==> src/core/audio_clock_defines.vh <==
// Register indices, field positions, reset values and constants of the audio clock generator.
`ifndef AUDIO_CLOCK_DEFINES_VH
`define AUDIO_CLOCK_DEFINES_VH

// ----------------------------------------------------------------------------
// Register indices (byte address is four times the index)
// ----------------------------------------------------------------------------
`define IDX_CLOCK_SOURCE_SELECT   8'h04
`define IDX_PLL_PR                8'h05
`define IDX_PLL_J                 8'h06
`define IDX_PLL_D_HIGH            8'h07
`define IDX_PLL_D_LOW             8'h08
`define IDX_CONV_DIV              8'h12
`define IDX_MOD_DIV               8'h13
`define IDX_OVERSAMPLING          8'h14
`define IDX_INSTRUCTION_COUNT     8'h15
`define IDX_FILTER_MODE_SELECT    8'h3d
`define IDX_CLOCK_STATUS          8'h40

// ----------------------------------------------------------------------------
// Field positions
// ----------------------------------------------------------------------------
`define CONV_SRC_LSB              0
`define PLL_SRC_LSB               2
`define PLL_EN_BIT                7
`define PLL_P_LSB                 4
`define PLL_R_LSB                 0
`define DIV_EN_BIT                7

// ----------------------------------------------------------------------------
// Source select codes
// ----------------------------------------------------------------------------
`define SRC_MCLK                  2'h0
`define SRC_BCLK                  2'h1
`define SRC_PLL                   2'h3

// ----------------------------------------------------------------------------
// Reset values
// ----------------------------------------------------------------------------
`define RST_CLOCK_SOURCE_SELECT   8'h00
`define RST_PLL_PR                8'h11
`define RST_PLL_J                 6'h04
`define RST_PLL_D                 14'h0000
`define RST_CONV_DIV              8'h81
`define RST_MOD_DIV               8'h81
`define RST_OVERSAMPLING          8'h80
`define RST_INSTRUCTION_COUNT     8'h80
`define RST_FILTER_MODE_SELECT    8'h00

// ----------------------------------------------------------------------------
// Arithmetic constants
// ----------------------------------------------------------------------------
`define FRAC_SCALE                20'h02710
`define FRAC_MAX                  14'h270f
`define CREDIT_SCALE              26'h0002710
`define CREDIT_MAX                26'h3ffffff
`define PROC_BLOCK_INSTR          16'h00bc

`endif

==> src/core/pin_sync.v <==
// Two-flop synchroniser for a pin that is asynchronous to the system clock.
`timescale 1ns/100ps
`default_nettype none
module pin_sync (
	input  wire sys_clk,
	input  wire rst_b,
	input  wire pin_in,
	output reg  level_q
);
	reg meta_q;

	always @(posedge sys_clk) begin
		if (!rst_b) begin
			meta_q  <= 1'b0;
			level_q <= 1'b0;
		end else begin
			meta_q  <= pin_in;
			level_q <= meta_q;
		end
	end
endmodule
`default_nettype wire

==> src/core/tick_divider.v <==
// Integer divider of a one-cycle tick stream; the divisor is one or more.
`timescale 1ns/100ps
`default_nettype none
module tick_divider (
	input  wire       sys_clk,
	input  wire       rst_b,
	input  wire       enable,
	input  wire [8:0] divisor,
	input  wire       tick_in,
	output reg        tick_q
);
	reg  [8:0] count_q;
	wire [8:0] count_inc = count_q + 9'h001;

	always @(posedge sys_clk) begin
		if (!rst_b) begin
			count_q <= 9'h000;
			tick_q  <= 1'b0;
		end else if (!enable) begin
			count_q <= 9'h000;
			tick_q  <= 1'b0;
		end else if (tick_in) begin
			if (count_inc >= divisor) begin
				count_q <= 9'h000;
				tick_q  <= 1'b1;
			end else begin
				count_q <= count_inc;
				tick_q  <= 1'b0;
			end
		end else begin
			tick_q <= 1'b0;
		end
	end
endmodule
`default_nettype wire

==> src/core/audio_clock_generator_pll.v <==
// Audio clock generator: source selection, fractional PLL rate model and cascaded dividers.
//
// Behaviour
// - Converter reference is master clock pin, bit clock pin or PLL, per source field.
// - PLL reference is master clock pin or bit clock pin, per second source field.
// - With PLL on, sample rate is ref times K times R over dividers and P.
// - Pre-divider P programmable 1 to 8.
// - Multiplier R programmable 1 to 16.
// - K equals J plus D over ten thousand; J 1..63, D 0..9999.
// - Master clock pin feeds internal master clock through divider or PLL.
// - Bit clock pin may also source the internal master clock.
// - Dividers span standard audio rates from 8 kHz to 96 kHz.
// - Cascaded dividers produce converter clocks and filter clocks from the reference.
//
// All clocks are represented as one-cycle ticks of sys_clk, so no derived rate
// can exceed the system clock; the PLL output is limited to one tick a cycle.
`timescale 1ns/100ps
`default_nettype none
`include "audio_clock_defines.vh"
module audio_clock_generator_pll (
	input  wire        sys_clk,
	input  wire        rst_b,
	input  wire [11:0] paddr,
	input  wire        psel,
	input  wire        penable,
	input  wire        pwrite,
	input  wire [31:0] pwdata,
	output reg  [31:0] prdata,
	output wire        pready,
	output reg         pslverr,
	input  wire        mclk_pin,
	input  wire        bclk_pin,
	output reg         pll_tick,
	output reg         converter_reference_tick,
	output wire        converter_clock_tick,
	output wire        modulator_clock_tick,
	output wire        sample_tick,
	output reg         clock_rate_low
);

	// ------------------------------------------------------------------------
	// Register storage
	// ------------------------------------------------------------------------
	// Each register keeps only the bits it implements; other read bits are zero.
	reg  [7:0]  clock_source_select_q;
	reg  [7:0]  pll_pr_q;
	reg  [5:0]  pll_j_q;
	reg  [13:0] pll_d_q;
	reg  [7:0]  conv_div_q;
	reg  [7:0]  mod_div_q;
	reg  [7:0]  oversampling_q;
	reg  [7:0]  instruction_count_setting_q;
	reg  [7:0]  filter_mode_select_q;
	reg  [15:0] conv_per_sample_q;

	// ------------------------------------------------------------------------
	// APB decode
	// ------------------------------------------------------------------------
	wire [7:0]  reg_idx    = paddr[9:2];
	wire        setup      = psel && !penable;
	wire        access_wr  = psel && penable && pwrite;
	wire        addr_align = (paddr[1:0] == 2'h0) && (paddr[11:10] == 2'h0);
	reg         idx_hit;
	reg  [31:0] read_value;
	// Both fraction forms are rebuilt from the byte being written.
	wire [13:0] d_write    = {pwdata[5:0], pll_d_q[7:0]};
	wire [13:0] d_write_lo = {pll_d_q[13:8], pwdata[7:0]};

	// Every access completes at once; nothing here needs wait states.
	assign pready = 1'b1;

	always @* begin
		idx_hit    = 1'b1;
		read_value = 32'h00000000;
		case (reg_idx)
			`IDX_CLOCK_SOURCE_SELECT: read_value[7:0] = clock_source_select_q;
			`IDX_PLL_PR:              read_value[7:0] = pll_pr_q;
			`IDX_PLL_J:               read_value[5:0] = pll_j_q;
			`IDX_PLL_D_HIGH:          read_value[5:0] = pll_d_q[13:8];
			`IDX_PLL_D_LOW:           read_value[7:0] = pll_d_q[7:0];
			`IDX_CONV_DIV:            read_value[7:0] = conv_div_q;
			`IDX_MOD_DIV:             read_value[7:0] = mod_div_q;
			`IDX_OVERSAMPLING:        read_value[7:0] = oversampling_q;
			`IDX_INSTRUCTION_COUNT:   read_value[7:0] = instruction_count_setting_q;
			`IDX_FILTER_MODE_SELECT:  read_value[7:0] = filter_mode_select_q;
			`IDX_CLOCK_STATUS:        read_value      = {15'h0000, clock_rate_low,
			                                             conv_per_sample_q};
			default:                  idx_hit = 1'b0;
		endcase
		if (!addr_align) begin
			idx_hit = 1'b0;
		end
	end

	// Read data and the error answer are captured in the setup cycle so that
	// both come from flip-flops during the access phase.
	// A transfer therefore sees the register as it stood in its setup cycle.
	always @(posedge sys_clk) begin
		if (!rst_b) begin
			prdata  <= 32'h00000000;
			pslverr <= 1'b0;
		end else if (setup) begin
			prdata  <= (idx_hit && !pwrite) ? read_value : 32'h00000000;
			pslverr <= !idx_hit;
		end
	end

	// ------------------------------------------------------------------------
	// Register writes
	// ------------------------------------------------------------------------
	// A write to the read-only status index is accepted and changes nothing.
	always @(posedge sys_clk) begin
		if (!rst_b) begin
			clock_source_select_q       <= `RST_CLOCK_SOURCE_SELECT;
			pll_pr_q                    <= `RST_PLL_PR;
			pll_j_q                     <= `RST_PLL_J;
			pll_d_q                     <= `RST_PLL_D;
			conv_div_q                  <= `RST_CONV_DIV;
			mod_div_q                   <= `RST_MOD_DIV;
			oversampling_q              <= `RST_OVERSAMPLING;
			instruction_count_setting_q <= `RST_INSTRUCTION_COUNT;
			filter_mode_select_q        <= `RST_FILTER_MODE_SELECT;
		end else if (access_wr && idx_hit) begin
			case (reg_idx)
				`IDX_CLOCK_SOURCE_SELECT: clock_source_select_q <= pwdata[7:0];
				`IDX_PLL_PR:              pll_pr_q <= pwdata[7:0];
				`IDX_PLL_J:               pll_j_q <= pwdata[5:0];
				// A fraction above 9999 is clamped so K never reaches J plus one.
				// Each byte is checked against the other as it stands, so write the
				// high byte first and the low byte last.
				`IDX_PLL_D_HIGH: begin
					pll_d_q <= (d_write > `FRAC_MAX) ? `FRAC_MAX : d_write;
				end
				`IDX_PLL_D_LOW: begin
					pll_d_q <= (d_write_lo > `FRAC_MAX) ? `FRAC_MAX : d_write_lo;
				end
				`IDX_CONV_DIV:            conv_div_q <= pwdata[7:0];
				`IDX_MOD_DIV:             mod_div_q <= pwdata[7:0];
				`IDX_OVERSAMPLING:        oversampling_q <= pwdata[7:0];
				`IDX_INSTRUCTION_COUNT:   instruction_count_setting_q <= pwdata[7:0];
				`IDX_FILTER_MODE_SELECT:  filter_mode_select_q <= pwdata[7:0];
				default: begin
				end
			endcase
		end
	end

	// ------------------------------------------------------------------------
	// Pin synchronisers and edge detection
	// ------------------------------------------------------------------------
	wire mclk_level;
	wire bclk_level;
	reg  mclk_last_q;
	reg  bclk_last_q;

	// Both pins are asynchronous to sys_clk and pass two flip-flops first.
	pin_sync u_mclk_sync (
		.sys_clk (sys_clk),
		.rst_b   (rst_b),
		.pin_in  (mclk_pin),
		.level_q (mclk_level)
	);

	pin_sync u_bclk_sync (
		.sys_clk (sys_clk),
		.rst_b   (rst_b),
		.pin_in  (bclk_pin),
		.level_q (bclk_level)
	);

	always @(posedge sys_clk) begin
		if (!rst_b) begin
			mclk_last_q <= 1'b0;
			bclk_last_q <= 1'b0;
		end else begin
			mclk_last_q <= mclk_level;
			bclk_last_q <= bclk_level;
		end
	end

	// The edge detectors reset low, the idle level of both pins, so leaving
	// reset never makes a false reference edge.
	wire mclk_edge = mclk_level && !mclk_last_q;
	wire bclk_edge = bclk_level && !bclk_last_q;

	// ------------------------------------------------------------------------
	// Source selection
	// ------------------------------------------------------------------------
	wire [1:0] conv_src = clock_source_select_q[`CONV_SRC_LSB+1:`CONV_SRC_LSB];
	wire [1:0] pll_src  = clock_source_select_q[`PLL_SRC_LSB+1:`PLL_SRC_LSB];
	reg        pll_reference_input;
	reg        conv_ref_d;

	// Unused source codes select nothing; the PLL or the cascade they feed then sees no ticks.
	always @* begin
		case (pll_src)
			`SRC_MCLK: pll_reference_input = mclk_edge;
			`SRC_BCLK: pll_reference_input = bclk_edge;
			default:   pll_reference_input = 1'b0;
		endcase
		case (conv_src)
			`SRC_MCLK: conv_ref_d = mclk_edge;
			`SRC_BCLK: conv_ref_d = bclk_edge;
			`SRC_PLL:  conv_ref_d = pll_tick;
			default:   conv_ref_d = 1'b0;
		endcase
	end

	// Registering the selected reference gives every source the same latency.
	always @(posedge sys_clk) begin
		if (!rst_b) begin
			converter_reference_tick <= 1'b0;
		end else begin
			converter_reference_tick <= conv_ref_d;
		end
	end

	// ------------------------------------------------------------------------
	// Fractional PLL rate model
	// ------------------------------------------------------------------------
	// Each divided reference edge adds K*R*10000 credit; one output tick is
	// released per cycle while 10000 credit remains, so the long-run tick rate
	// is reference*K*R/P exactly, including the four-digit fraction.
	wire        pll_enable = pll_pr_q[`PLL_EN_BIT];
	wire [2:0]  p_field    = pll_pr_q[`PLL_P_LSB+2:`PLL_P_LSB];
	wire [3:0]  r_field    = pll_pr_q[`PLL_R_LSB+3:`PLL_R_LSB];
	wire [8:0]  p_eff      = (p_field == 3'h0) ? 9'h008 : {6'h00, p_field};
	wire [4:0]  r_eff      = (r_field == 4'h0) ? 5'h10 : {1'b0, r_field};
	wire [19:0] k_scaled   = ({14'h0000, pll_j_q} * `FRAC_SCALE) + {6'h00, pll_d_q};
	wire [24:0] kr_scaled  = {5'h00, k_scaled} * {20'h00000, r_eff};
	wire        pll_pre_tick;
	reg  [25:0] credit_q;
	reg  [25:0] credit_d;
	wire        credit_ready = credit_q >= `CREDIT_SCALE;
	wire [26:0] credit_sum;

	// The pre-divider stops with the PLL, so its phase restarts on enable.
	tick_divider u_pll_prediv (
		.sys_clk (sys_clk),
		.rst_b   (rst_b),
		.enable  (pll_enable),
		.divisor (p_eff),
		.tick_in (pll_reference_input),
		.tick_q  (pll_pre_tick)
	);

	// Drain and fill may meet in one cycle; the drain only runs while a whole
	// tick of credit remains, so the sum never goes negative.
	assign credit_sum = {1'b0, credit_q}
	                  - (credit_ready ? {1'b0, `CREDIT_SCALE} : 27'h0000000)
	                  + (pll_pre_tick ? {2'h0, kr_scaled} : 27'h0000000);

	always @* begin
		// Saturate rather than wrap if the reference outpaces the tick drain.
		// Saturation loses the excess; the host must keep K times R over P small.
		credit_d = credit_sum[26] ? `CREDIT_MAX : credit_sum[25:0];
	end

	// Disabling the PLL drops stored credit, so re-enabling starts empty.
	always @(posedge sys_clk) begin
		if (!rst_b) begin
			credit_q <= 26'h0000000;
			pll_tick <= 1'b0;
		end else if (!pll_enable) begin
			credit_q <= 26'h0000000;
			pll_tick <= 1'b0;
		end else begin
			credit_q <= credit_d;
			pll_tick <= credit_ready;
		end
	end

	// ------------------------------------------------------------------------
	// Cascaded dividers
	// ------------------------------------------------------------------------
	// A zero field stands for the largest divisor; only the enable bit stops a stage.
	wire [8:0] conv_divisor = (conv_div_q[6:0] == 7'h00) ? 9'h080 : {2'h0, conv_div_q[6:0]};
	wire [8:0] mod_divisor  = (mod_div_q[6:0] == 7'h00) ? 9'h080 : {2'h0, mod_div_q[6:0]};
	wire [8:0] ovs_divisor  = (oversampling_q == 8'h00) ? 9'h100 : {1'b0, oversampling_q};

	// The converter stage counts reference ticks; each stage adds one cycle.
	tick_divider u_conv_div (
		.sys_clk (sys_clk),
		.rst_b   (rst_b),
		.enable  (conv_div_q[`DIV_EN_BIT]),
		.divisor (conv_divisor),
		.tick_in (converter_reference_tick),
		.tick_q  (converter_clock_tick)
	);

	tick_divider u_mod_div (
		.sys_clk (sys_clk),
		.rst_b   (rst_b),
		.enable  (mod_div_q[`DIV_EN_BIT]),
		.divisor (mod_divisor),
		.tick_in (converter_clock_tick),
		.tick_q  (modulator_clock_tick)
	);

	// The oversampling stage shares the modulator enable, so one bit gates both.
	tick_divider u_oversampling (
		.sys_clk (sys_clk),
		.rst_b   (rst_b),
		.enable  (mod_div_q[`DIV_EN_BIT]),
		.divisor (ovs_divisor),
		.tick_in (modulator_clock_tick),
		.tick_q  (sample_tick)
	);

	// ------------------------------------------------------------------------
	// Master clock sufficiency monitor
	// ------------------------------------------------------------------------
	// Counts converter clock ticks per sample and flags a shortfall against the
	// instruction budget; the host must correct the setup, the block only reports.
	reg  [15:0] conv_count_q;
	// Filter mode zero takes the budget from the register, any other a fixed one.
	wire [15:0] instr_needed = (filter_mode_select_q == 8'h00)
	                         ? {8'h00, instruction_count_setting_q}
	                         : `PROC_BLOCK_INSTR;
	// The count saturates, so a very slow sample clock reads as a large count.
	wire [15:0] conv_count_inc = (conv_count_q == 16'hffff) ? conv_count_q
	                           : conv_count_q + 16'h0001;

	always @(posedge sys_clk) begin
		if (!rst_b) begin
			conv_count_q      <= 16'h0000;
			conv_per_sample_q <= 16'h0000;
			clock_rate_low    <= 1'b0;
		end else if (sample_tick) begin
			conv_count_q      <= converter_clock_tick ? 16'h0001 : 16'h0000;
			conv_per_sample_q <= conv_count_q;
			clock_rate_low    <= conv_count_q < instr_needed;
		end else if (converter_clock_tick) begin
			conv_count_q <= conv_count_inc;
		end
	end

endmodule
`default_nettype wire

==> config.mk <==
export PLATFORM = sky130hd
export DESIGN_NAME = audio_clock_generator_pll
export DESIGN_NICKNAME = d
export VERILOG_FILES = /design/src/core/pin_sync.v /design/src/core/tick_divider.v /design/src/core/audio_clock_generator_pll.v
export VERILOG_INCLUDE_DIRS = /design/src /design/src/core
export SDC_FILE = /design/constraint.sdc
export NUM_CORES = 1
export LEC_CHECK = 0
export ABC_AREA = 1
export BUFFER_PORTS_ARGS = -buffer_cell sky130_fd_sc_hd__clkbuf_2
export CORE_MARGIN = 5
export CORE_UTILIZATION = 60
export CTS_CLUSTER_SIZE = 40
export DETAILED_ROUTE_END_ITERATION = 8
export PLACE_DENSITY_LB_ADDON = 0.25
export SLEW_MARGIN = 10
export SYNTH_ARGS = -nofsm -noshare
export SYNTH_HDL_FRONTEND = slang
export SYNTH_SLANG_ARGS = --single-unit
==> constraint.sdc <==
create_clock -name sys_clk -period 8.9 [get_ports sys_clk]
set_input_delay 2.225 -clock sys_clk [delete_from_list [all_inputs] [get_ports sys_clk]]
set_output_delay 2.225 -clock sys_clk [all_outputs]
set_load 0.05 [all_outputs]
==> results_dict.tcl, run 1 <==
set metrics [dict create \
    status "completed" \
    start_kind "register" \
    power.density_nw_per_um2 105 \
    ys.flop_type "dfxtp_1" \
    crit_end "credit_q[10]" \
    fin_util_pct 67.3 \
    synthArstFlopShare_pct 0 \
    switching_share_pct 24.1 \
    nets 2955 \
    antenna_found_initial 0 \
    start_util_pct 61.1 \
    reg2reg_to "credit_q[10]" \
    cp_top_family "adder cells" \
    final_common_cell "nand2_1" \
    power_frac_comb_pct 4.0 \
    ant_nets 0 \
    slowest_stage "fa_1" \
    grt_overflow 0 \
    ys_ff_latch 201 \
    yosysWarnings 0 \
    arrival_ns 8.88 \
    skew_ns 0.0375 \
    slew_viol_final 0 \
    viasPerCell 5.41 \
    r2r_setup_slack_ns 0.43 \
    max-vdd-ir-drop_uv 165 \
    p_switching_mw 0.476 \
    fin_area_um2 18800 \
    portBuffers 50 \
    slowest_delay_ns 0.55 \
    leakage_nw 9.81 \
    syn_inst 2640 \
    critical_path_class "reg -> reg" \
    drc_errors 0 \
    min_period_over_period_pct 95.1 \
    die_w_um 179 \
    io_pins 91 \
    ys_seq_area_share_pct 23.6 \
    core_um2 27900 \
    hp-class "reg -> reg" \
    fin_crit_ns 8.47 \
    die_h_um 179 \
    cp_data_required_time_ns 9.31 \
    path_max_fanout 18 \
    grt_pass1_vias 15800 \
    drive_gt1_share_pct 7.78 \
    grt_max_degree 59 \
    worst_r2r_startpoint "pll_j_q[0]" \
    first_iter_violations 1269 \
    endpoint_kind "register" \
    critPathMostFrequentCell "inv_1" \
    critical_path.startpoint "pll_j_q[0]" \
    synth_edf_count 0 \
    syn_area_per_cell_um2 6.47 \
    fmax_mhz 118 \
    globalRouteTotalUtil_pct 27.9 \
    slew_headroom_pct 43.6 \
    reg2reg_depth 41 \
    die-area_um2 31900 \
    dpl.hpwl_um 35000 \
    wl_per_cell_um 14.6 \
    worst_pin_slew_ns 0.842 \
    cts.sinks 201 \
    cts_root_buffer "clkbuf_16" \
    numCtsBuffers 24 \
    grt_pass1_wl_um 73700 \
    dr.pass1.iters 6 \
    final_cell_mix "nand2_1, inv_1, nor2_1, dfxtp_1, a21oi_1" \
    gp_congestion 0.948 \
    hold_violations 0 \
    path_clk_slew_ns 0.06 \
    clkLatencyLatePin_ns 0.55 \
    wl_um 44800 \
    seq_power_share_pct 45.7 \
    diodes 0 \
    crit_buf_inv 10 \
    area_delta_synth_final_pct 10.1 \
    num_rows 61 \
    setup_viol 0 \
    htreeDepth 1 \
    routed-via-count 16700 \
    p_int_mw 1.50 \
    timing.max_cap.violations 0 \
    clk_path_buf_depth 3 \
    synth_cell_types 41 \
    placed_cell_area_um2 17700 \
    syn_area_um2 17100 \
    cts_tree "done" \
    pwr-share-clk_pct 50.2 \
    crit_cells 41 \
]
## what timing repair did
item,4_1_cts,5_1_grt
gates resized for setup,4,59
hold endpoints to repair,0,0
cloned,0,0
buffers inserted,0,1
hold buffers,0,0
pin swaps,0,14
endpoints found under the setup margin,18,26
## registers in the layout, summed over array words and instances (netlist names), 8 cells and up
signal and flops:
clock_source_select_q 8, conv_count_q 16, conv_div_q 8, conv_per_sample_q 16
credit_q 26, filter_mode_select_q 8, instruction_count_setting_q 8, mod_div_q 8
oversampling_q 8, pll_d_q 14, pll_pr_q 8, prdata 17
u_conv_div.count_q 9, u_mod_div.count_q 9, u_oversampling.count_q 9, u_pll_prediv.count_q 9
## synthesized netlist by cell type, types with 3 or more instances
library cell / n / area, µm²
nand2_1: 707 / 2650
inv_1: 428 / 1610
nor2_1: 342 / 1280
dfxtp_1: 201 / 4020
a21oi_1: 171 / 856
ha_1: 154 / 1930
nand3_1: 141 / 706
o21ai_0: 104 / 521
fa_1: 67 / 1340
clkbuf_1: 45 / 169
nand4_1: 43 / 269
xor2_1: 34 / 298
nor3_1: 33 / 165
o211ai_1: 20 / 150
xnor2_1: 19 / 166
buf_4: 17 / 128
nand3b_1: 14 / 105
buf_2: 11 / 55.1
nor4_1: 10 / 62.6
or2_2: 10 / 62.6
o21bai_1: 9 / 67.6
inv_2: 7 / 26.3
nor2_4: 6 / 67.6
o21a_1: 6 / 45.0
a211oi_1: 5 / 37.5
nor2_2: 5 / 31.3
a21o_1: 4 / 30.0
nand4_2: 4 / 50.1
a31oi_1: 3 / 18.8
mux2i_1: 3 / 30.0
## layout make-up
class	instances	area (µm²)
multi-input cells	1940	11400
clock inverters	13	154
well taps	378	473
clock buffers	30	653
inverters	437	1640
fillers	2550	9150
repair buffers	79	480
flip-flops and latches	201	4030
## routing by layer
metal	vias to the layer above	wire length (µm)	global-route usage [%]
met5	-	0	0
met4	0	1970	11.8
met3	122	2230	2.57
met2	503	21700	49.1
met1	7648	18900	35.1
li1	8384	-	-
## cell families after synthesis
| kind of cell | after synthesis | synth area share, % |
|---|---|---|
| xor+xnor | 53 | 2.72 |
| flops | 201 | 23.6 |
| buf+inv | 513 | 11.8 |
| mux | 3 | 0.176 |
| fa+ha+maj | 221 | 19.1 |
| other cells | 2 | 0.0440 |
| compound gates | 325 | 10.2 |
| simple gates | 1322 | 32.3 |
## how the worst min path moves through the flow
stage	start	endpoint	slack (ns)	depth (start not counted)
after floorplan	u_bclk_sync.meta_q	u_bclk_sync.level_q	0.39	2
after global placement	u_bclk_sync.meta_q	u_bclk_sync.level_q	0.40	2
after detailed placement	u_bclk_sync.meta_q	u_bclk_sync.level_q	0.41	2
after CTS	u_bclk_sync.meta_q	u_bclk_sync.level_q	0.42	2
after global routing	u_mclk_sync.level_q	mclk_last_q	0.44	2
final	u_bclk_sync.meta_q	u_bclk_sync.level_q	0.42	2
## worst min-delay path: cells and delay by family (launching register included)
family        cells  cell delay, ns
flops             1            0.31
simple gates      1            0.05
buf+inv           1            0.04
## through the flow
step / std cells / setup slack, ns / hold slack, ns / setup TNS [ns] / power, mW
finish: 3078 / 0.432 / 0.422 / 0 / 1.98
global route: 3078 / -0.0661 / 0.444 / -0.784 / 2.04
CTS: 3077 / 0.0242 / 0.424 / 0 / 1.99
detailed placement: 3034 / -0.0177 / 0.408 / -0.0193 / 1.00
global placement: 3034 / 0.173 / 0.400 / 0 / 1.00
floorplan: 2654 / 0.817 / 0.390 / 0 / 0.984
## power by group through the flow
stage | combinational, mW | sequential (mW) | clock (mW)
after floorplan | 0.0584 | 0.925 | 0
after global routing | 0.0866 | 0.904 | 1.05
after CTS | 0.0786 | 0.905 | 1.00
after global placement | 0.0779 | 0.924 | 0
after detailed placement | 0.0782 | 0.924 | 0
final | 0.0798 | 0.904 | 0.993
No activity file was read; power rests on OpenSTA's default activity.
==> inputs of run 2 (changes only) <==
ABC_AREA = unset   (was 1)
CORE_ASPECT_RATIO = 1.4   (was unset)
==> run 2 against run 1 <==
The run now ends with negative setup slack left. Global-route usage down 1.6 points. First-iteration DRC count down 44%. Design area down 2.7%. Clock power down 7.5%. Power down 4.0%. Count of clock-buffer cells in the layout unchanged. Utilization up 2.5 points. Clock skew down 0.019 ns. Worst hold slack better by 0.014 ns. Synthesized cell count down 28%. Largest cell class unchanged. Highest routed layer unchanged.
==> results_dict.tcl, run 2 <==
set metrics [dict create \
    status "finished, violations left" \
    violations "negative setup slack" \
    synthArstFlopShare_pct 0 \
    start_kind "register" \
    die-area_um2 29900 \
    arrival_ns 9.37 \
    synthTopCellsByArea "dfxtp_1, ha_1, fa_1" \
    ys.flop_type "dfxtp_1" \
    diodes 0 \
    worst_pin_slew_ns 0.914 \
    grt_overflow 0 \
    yosys.area_share.simple_pct 20.3 \
    grt_max_degree 52 \
    final-instance-count-excl-fill 2328 \
    ys_top_cells_by_count "nor2_1, dfxtp_1, inv_1" \
    leakage_nw 8.32 \
    drc_errors 0 \
    synth_top_area_share_pct 25.3 \
    routed-via-count 13500 \
    ys_seq_area_share_pct 25.3 \
    htreeDepth 1 \
    slowest_delay_ns 0.58 \
    path_clk_slew_ns 0.07 \
    gp_congestion 0.934 \
    cts.sinks 201 \
    cts_tree "done" \
    fmax_mhz 112 \
    synth_mux_area_share_pct 5.84 \
    cts_root_buffer "clkbuf_16" \
    antenna_found_initial 0 \
    area_delta_synth_final_pct 14.8 \
    slew_headroom_pct 39.0 \
    ys_ff_latch 201 \
    endpoint_kind "register" \
    synth_most_common_cell "nor2_1" \
    largest_register_ffs 26 \
    portBuffers 50 \
    power.density_nw_per_um2 104 \
    die_w_um 148 \
    synth_adder_area_share_pct 20.5 \
    synth-compound-area-share_pct 14.3 \
    grt_pass1_wl_um 65700 \
    final_cell_mix "nor2_1, dfxtp_1, inv_1, ha_1, nand2_1" \
    dpl.hpwl_um 30100 \
    cp_data_required_time_ns 9.33 \
    tns_ns -0.221 \
    path_max_fanout 6 \
    fin_crit_ns 8.94 \
    hp-class "reg -> reg" \
    numCtsBuffers 21 \
    drive_gt1_share_pct 16.3 \
    min_period_over_period_pct 100 \
    wl_um 40500 \
    synth_area_leader_cell "dfxtp_1" \
    dr.pass1.iters 6 \
    die_h_um 203 \
    dp_cells 2272 \
    hold_violations 0 \
    nets 2262 \
    globalRouteTotalUtil_pct 26.4 \
    syn_area_per_cell_um2 8.43 \
    slew_viol_final 0 \
    num_rows 70 \
    synth_edf_count 0 \
    syn_area_um2 15900 \
    clk_path_buf_depth 3 \
    io_pins 91 \
    syn_inst 1890 \
    synth_cell_types 88 \
    slowest_stage "fa_1" \
    max-vdd-ir-drop_uv 178 \
    reg_top3 "credit_q (26), prdata (17)" \
    synth_xor_area_share_pct 6.32 \
    setup_viol 11 \
    skew_ns 0.0189 \
    rsz0062_at_grt "true" \
    synth_top_family_by_area "adder cells" \
    wl_per_cell_um 17.4 \
    ant_nets 0 \
    top_register "credit_q" \
    core_um2 26200 \
    start_util_pct 60.8 \
    viasPerCell 5.81 \
    yosysWarnings 0 \
    grt_pass1_vias 13900 \
    critical_path_class "reg -> reg" \
    finalWorstSetupSlack_ns -0.0433 \
    clkLatencyLatePin_ns 0.50 \
    first_iter_violations 713 \
    timing.max_cap.violations 0 \
]
run 2: cell count changes in the layout (fill, tap and decap cells not counted), sizes merged, moves of 28 or more:
cell and delta:
a21o +35, a21oi -60, a22oi +28, and2 +61
buf +79, inv -250, mux2i +85, nand2 -571
nand3 -93, nand4 -31, nor2 -148, o21ai -59
xor2 +35
run 2: layer usage:
layer	track usage, %	routed length [µm]
met3	3.30	1580
met1	26.7	14600
met4	16.3	2850
met2	50.5	21400
met5	0	0
run 2: cells by family (layout without fill, tap and decap cells):
group                      count (synthesis)  count (layout)
other                                      2              16
muxes                                     92              92
xor gates and xnor gates                 115             115
buffers and inverters                    281             381
adders and majority gates                221             221
AOI/OAI and AO/OA                        329             329
and+or+nand+nor                          649             649
DFF                                      201             201
run 2: worst max-delay path: cells and delay by family, from the launching register on:
kind,cells,cell delay (ns)
AND/OR/NAND/NOR,5,0.85
AO/OA/AOI/OAI,11,2.07
adder cells (fa/ha/maj),11,3.98
XOR/XNOR,2,0.40
flip-flops,1,0.35
buffers and inverters,12,1.22
run 2: per-stage QoR:
stage	utilization (%)	power, mW	area [µm²]	setup WS (ns)	hold slack (ns)
6_report	69.8	1.90	18300	-0.0433	0.436
5_1_grt	69.8	1.96	18300	-0.344	0.460
4_1_cts	69.2	1.91	18100	-0.0373	0.439
3_5_place_dp	64.4	0.999	16900	-0.486	0.425
3_3_place_gp	64.4	0.998	16900	-0.275	0.422
2_1_floorplan	-	0.982	16000	0.0108	0.412
run 2: cell type report:
class                      instances  area, µm²
clock buffer                      30        609
clock inverter                     7        115
fill                            2052       7910
inverter                         185        697
multi-input combinational       1422      11200
sequential                       201       4030
tap                              324        405
timing repair buffer             159       1170
run 2: timing repair:
action                     4_1_cts  5_1_grt
gates resized for setup         84       27
pin swaps                       62       45
setup endpoints to repair       26       26
gates cloned                     2        1
hold buffers                     0        0
buffers inserted                13        5
run 2: where the power goes:
group / internal, mW / switching, mW
clock network: 0.562 / 0.356
registers: 0.901 / 0.00181
logic: 0.0161 / 0.0612
run 2: path summary, 6_finish.rpt:
kind | start | slack [ns] | endpoint | depth (start not counted)
hold reg to reg | u_mclk_sync.meta_q | 0.44 | u_mclk_sync.level_q | 1
setup / recovery | pll_j_q[0] | -0.04 | credit_q[14] | 41
setup reg to reg | pll_j_q[0] | -0.04 | credit_q[14] | 41
hold / removal | u_mclk_sync.meta_q | 0.44 | u_mclk_sync.level_q | 1
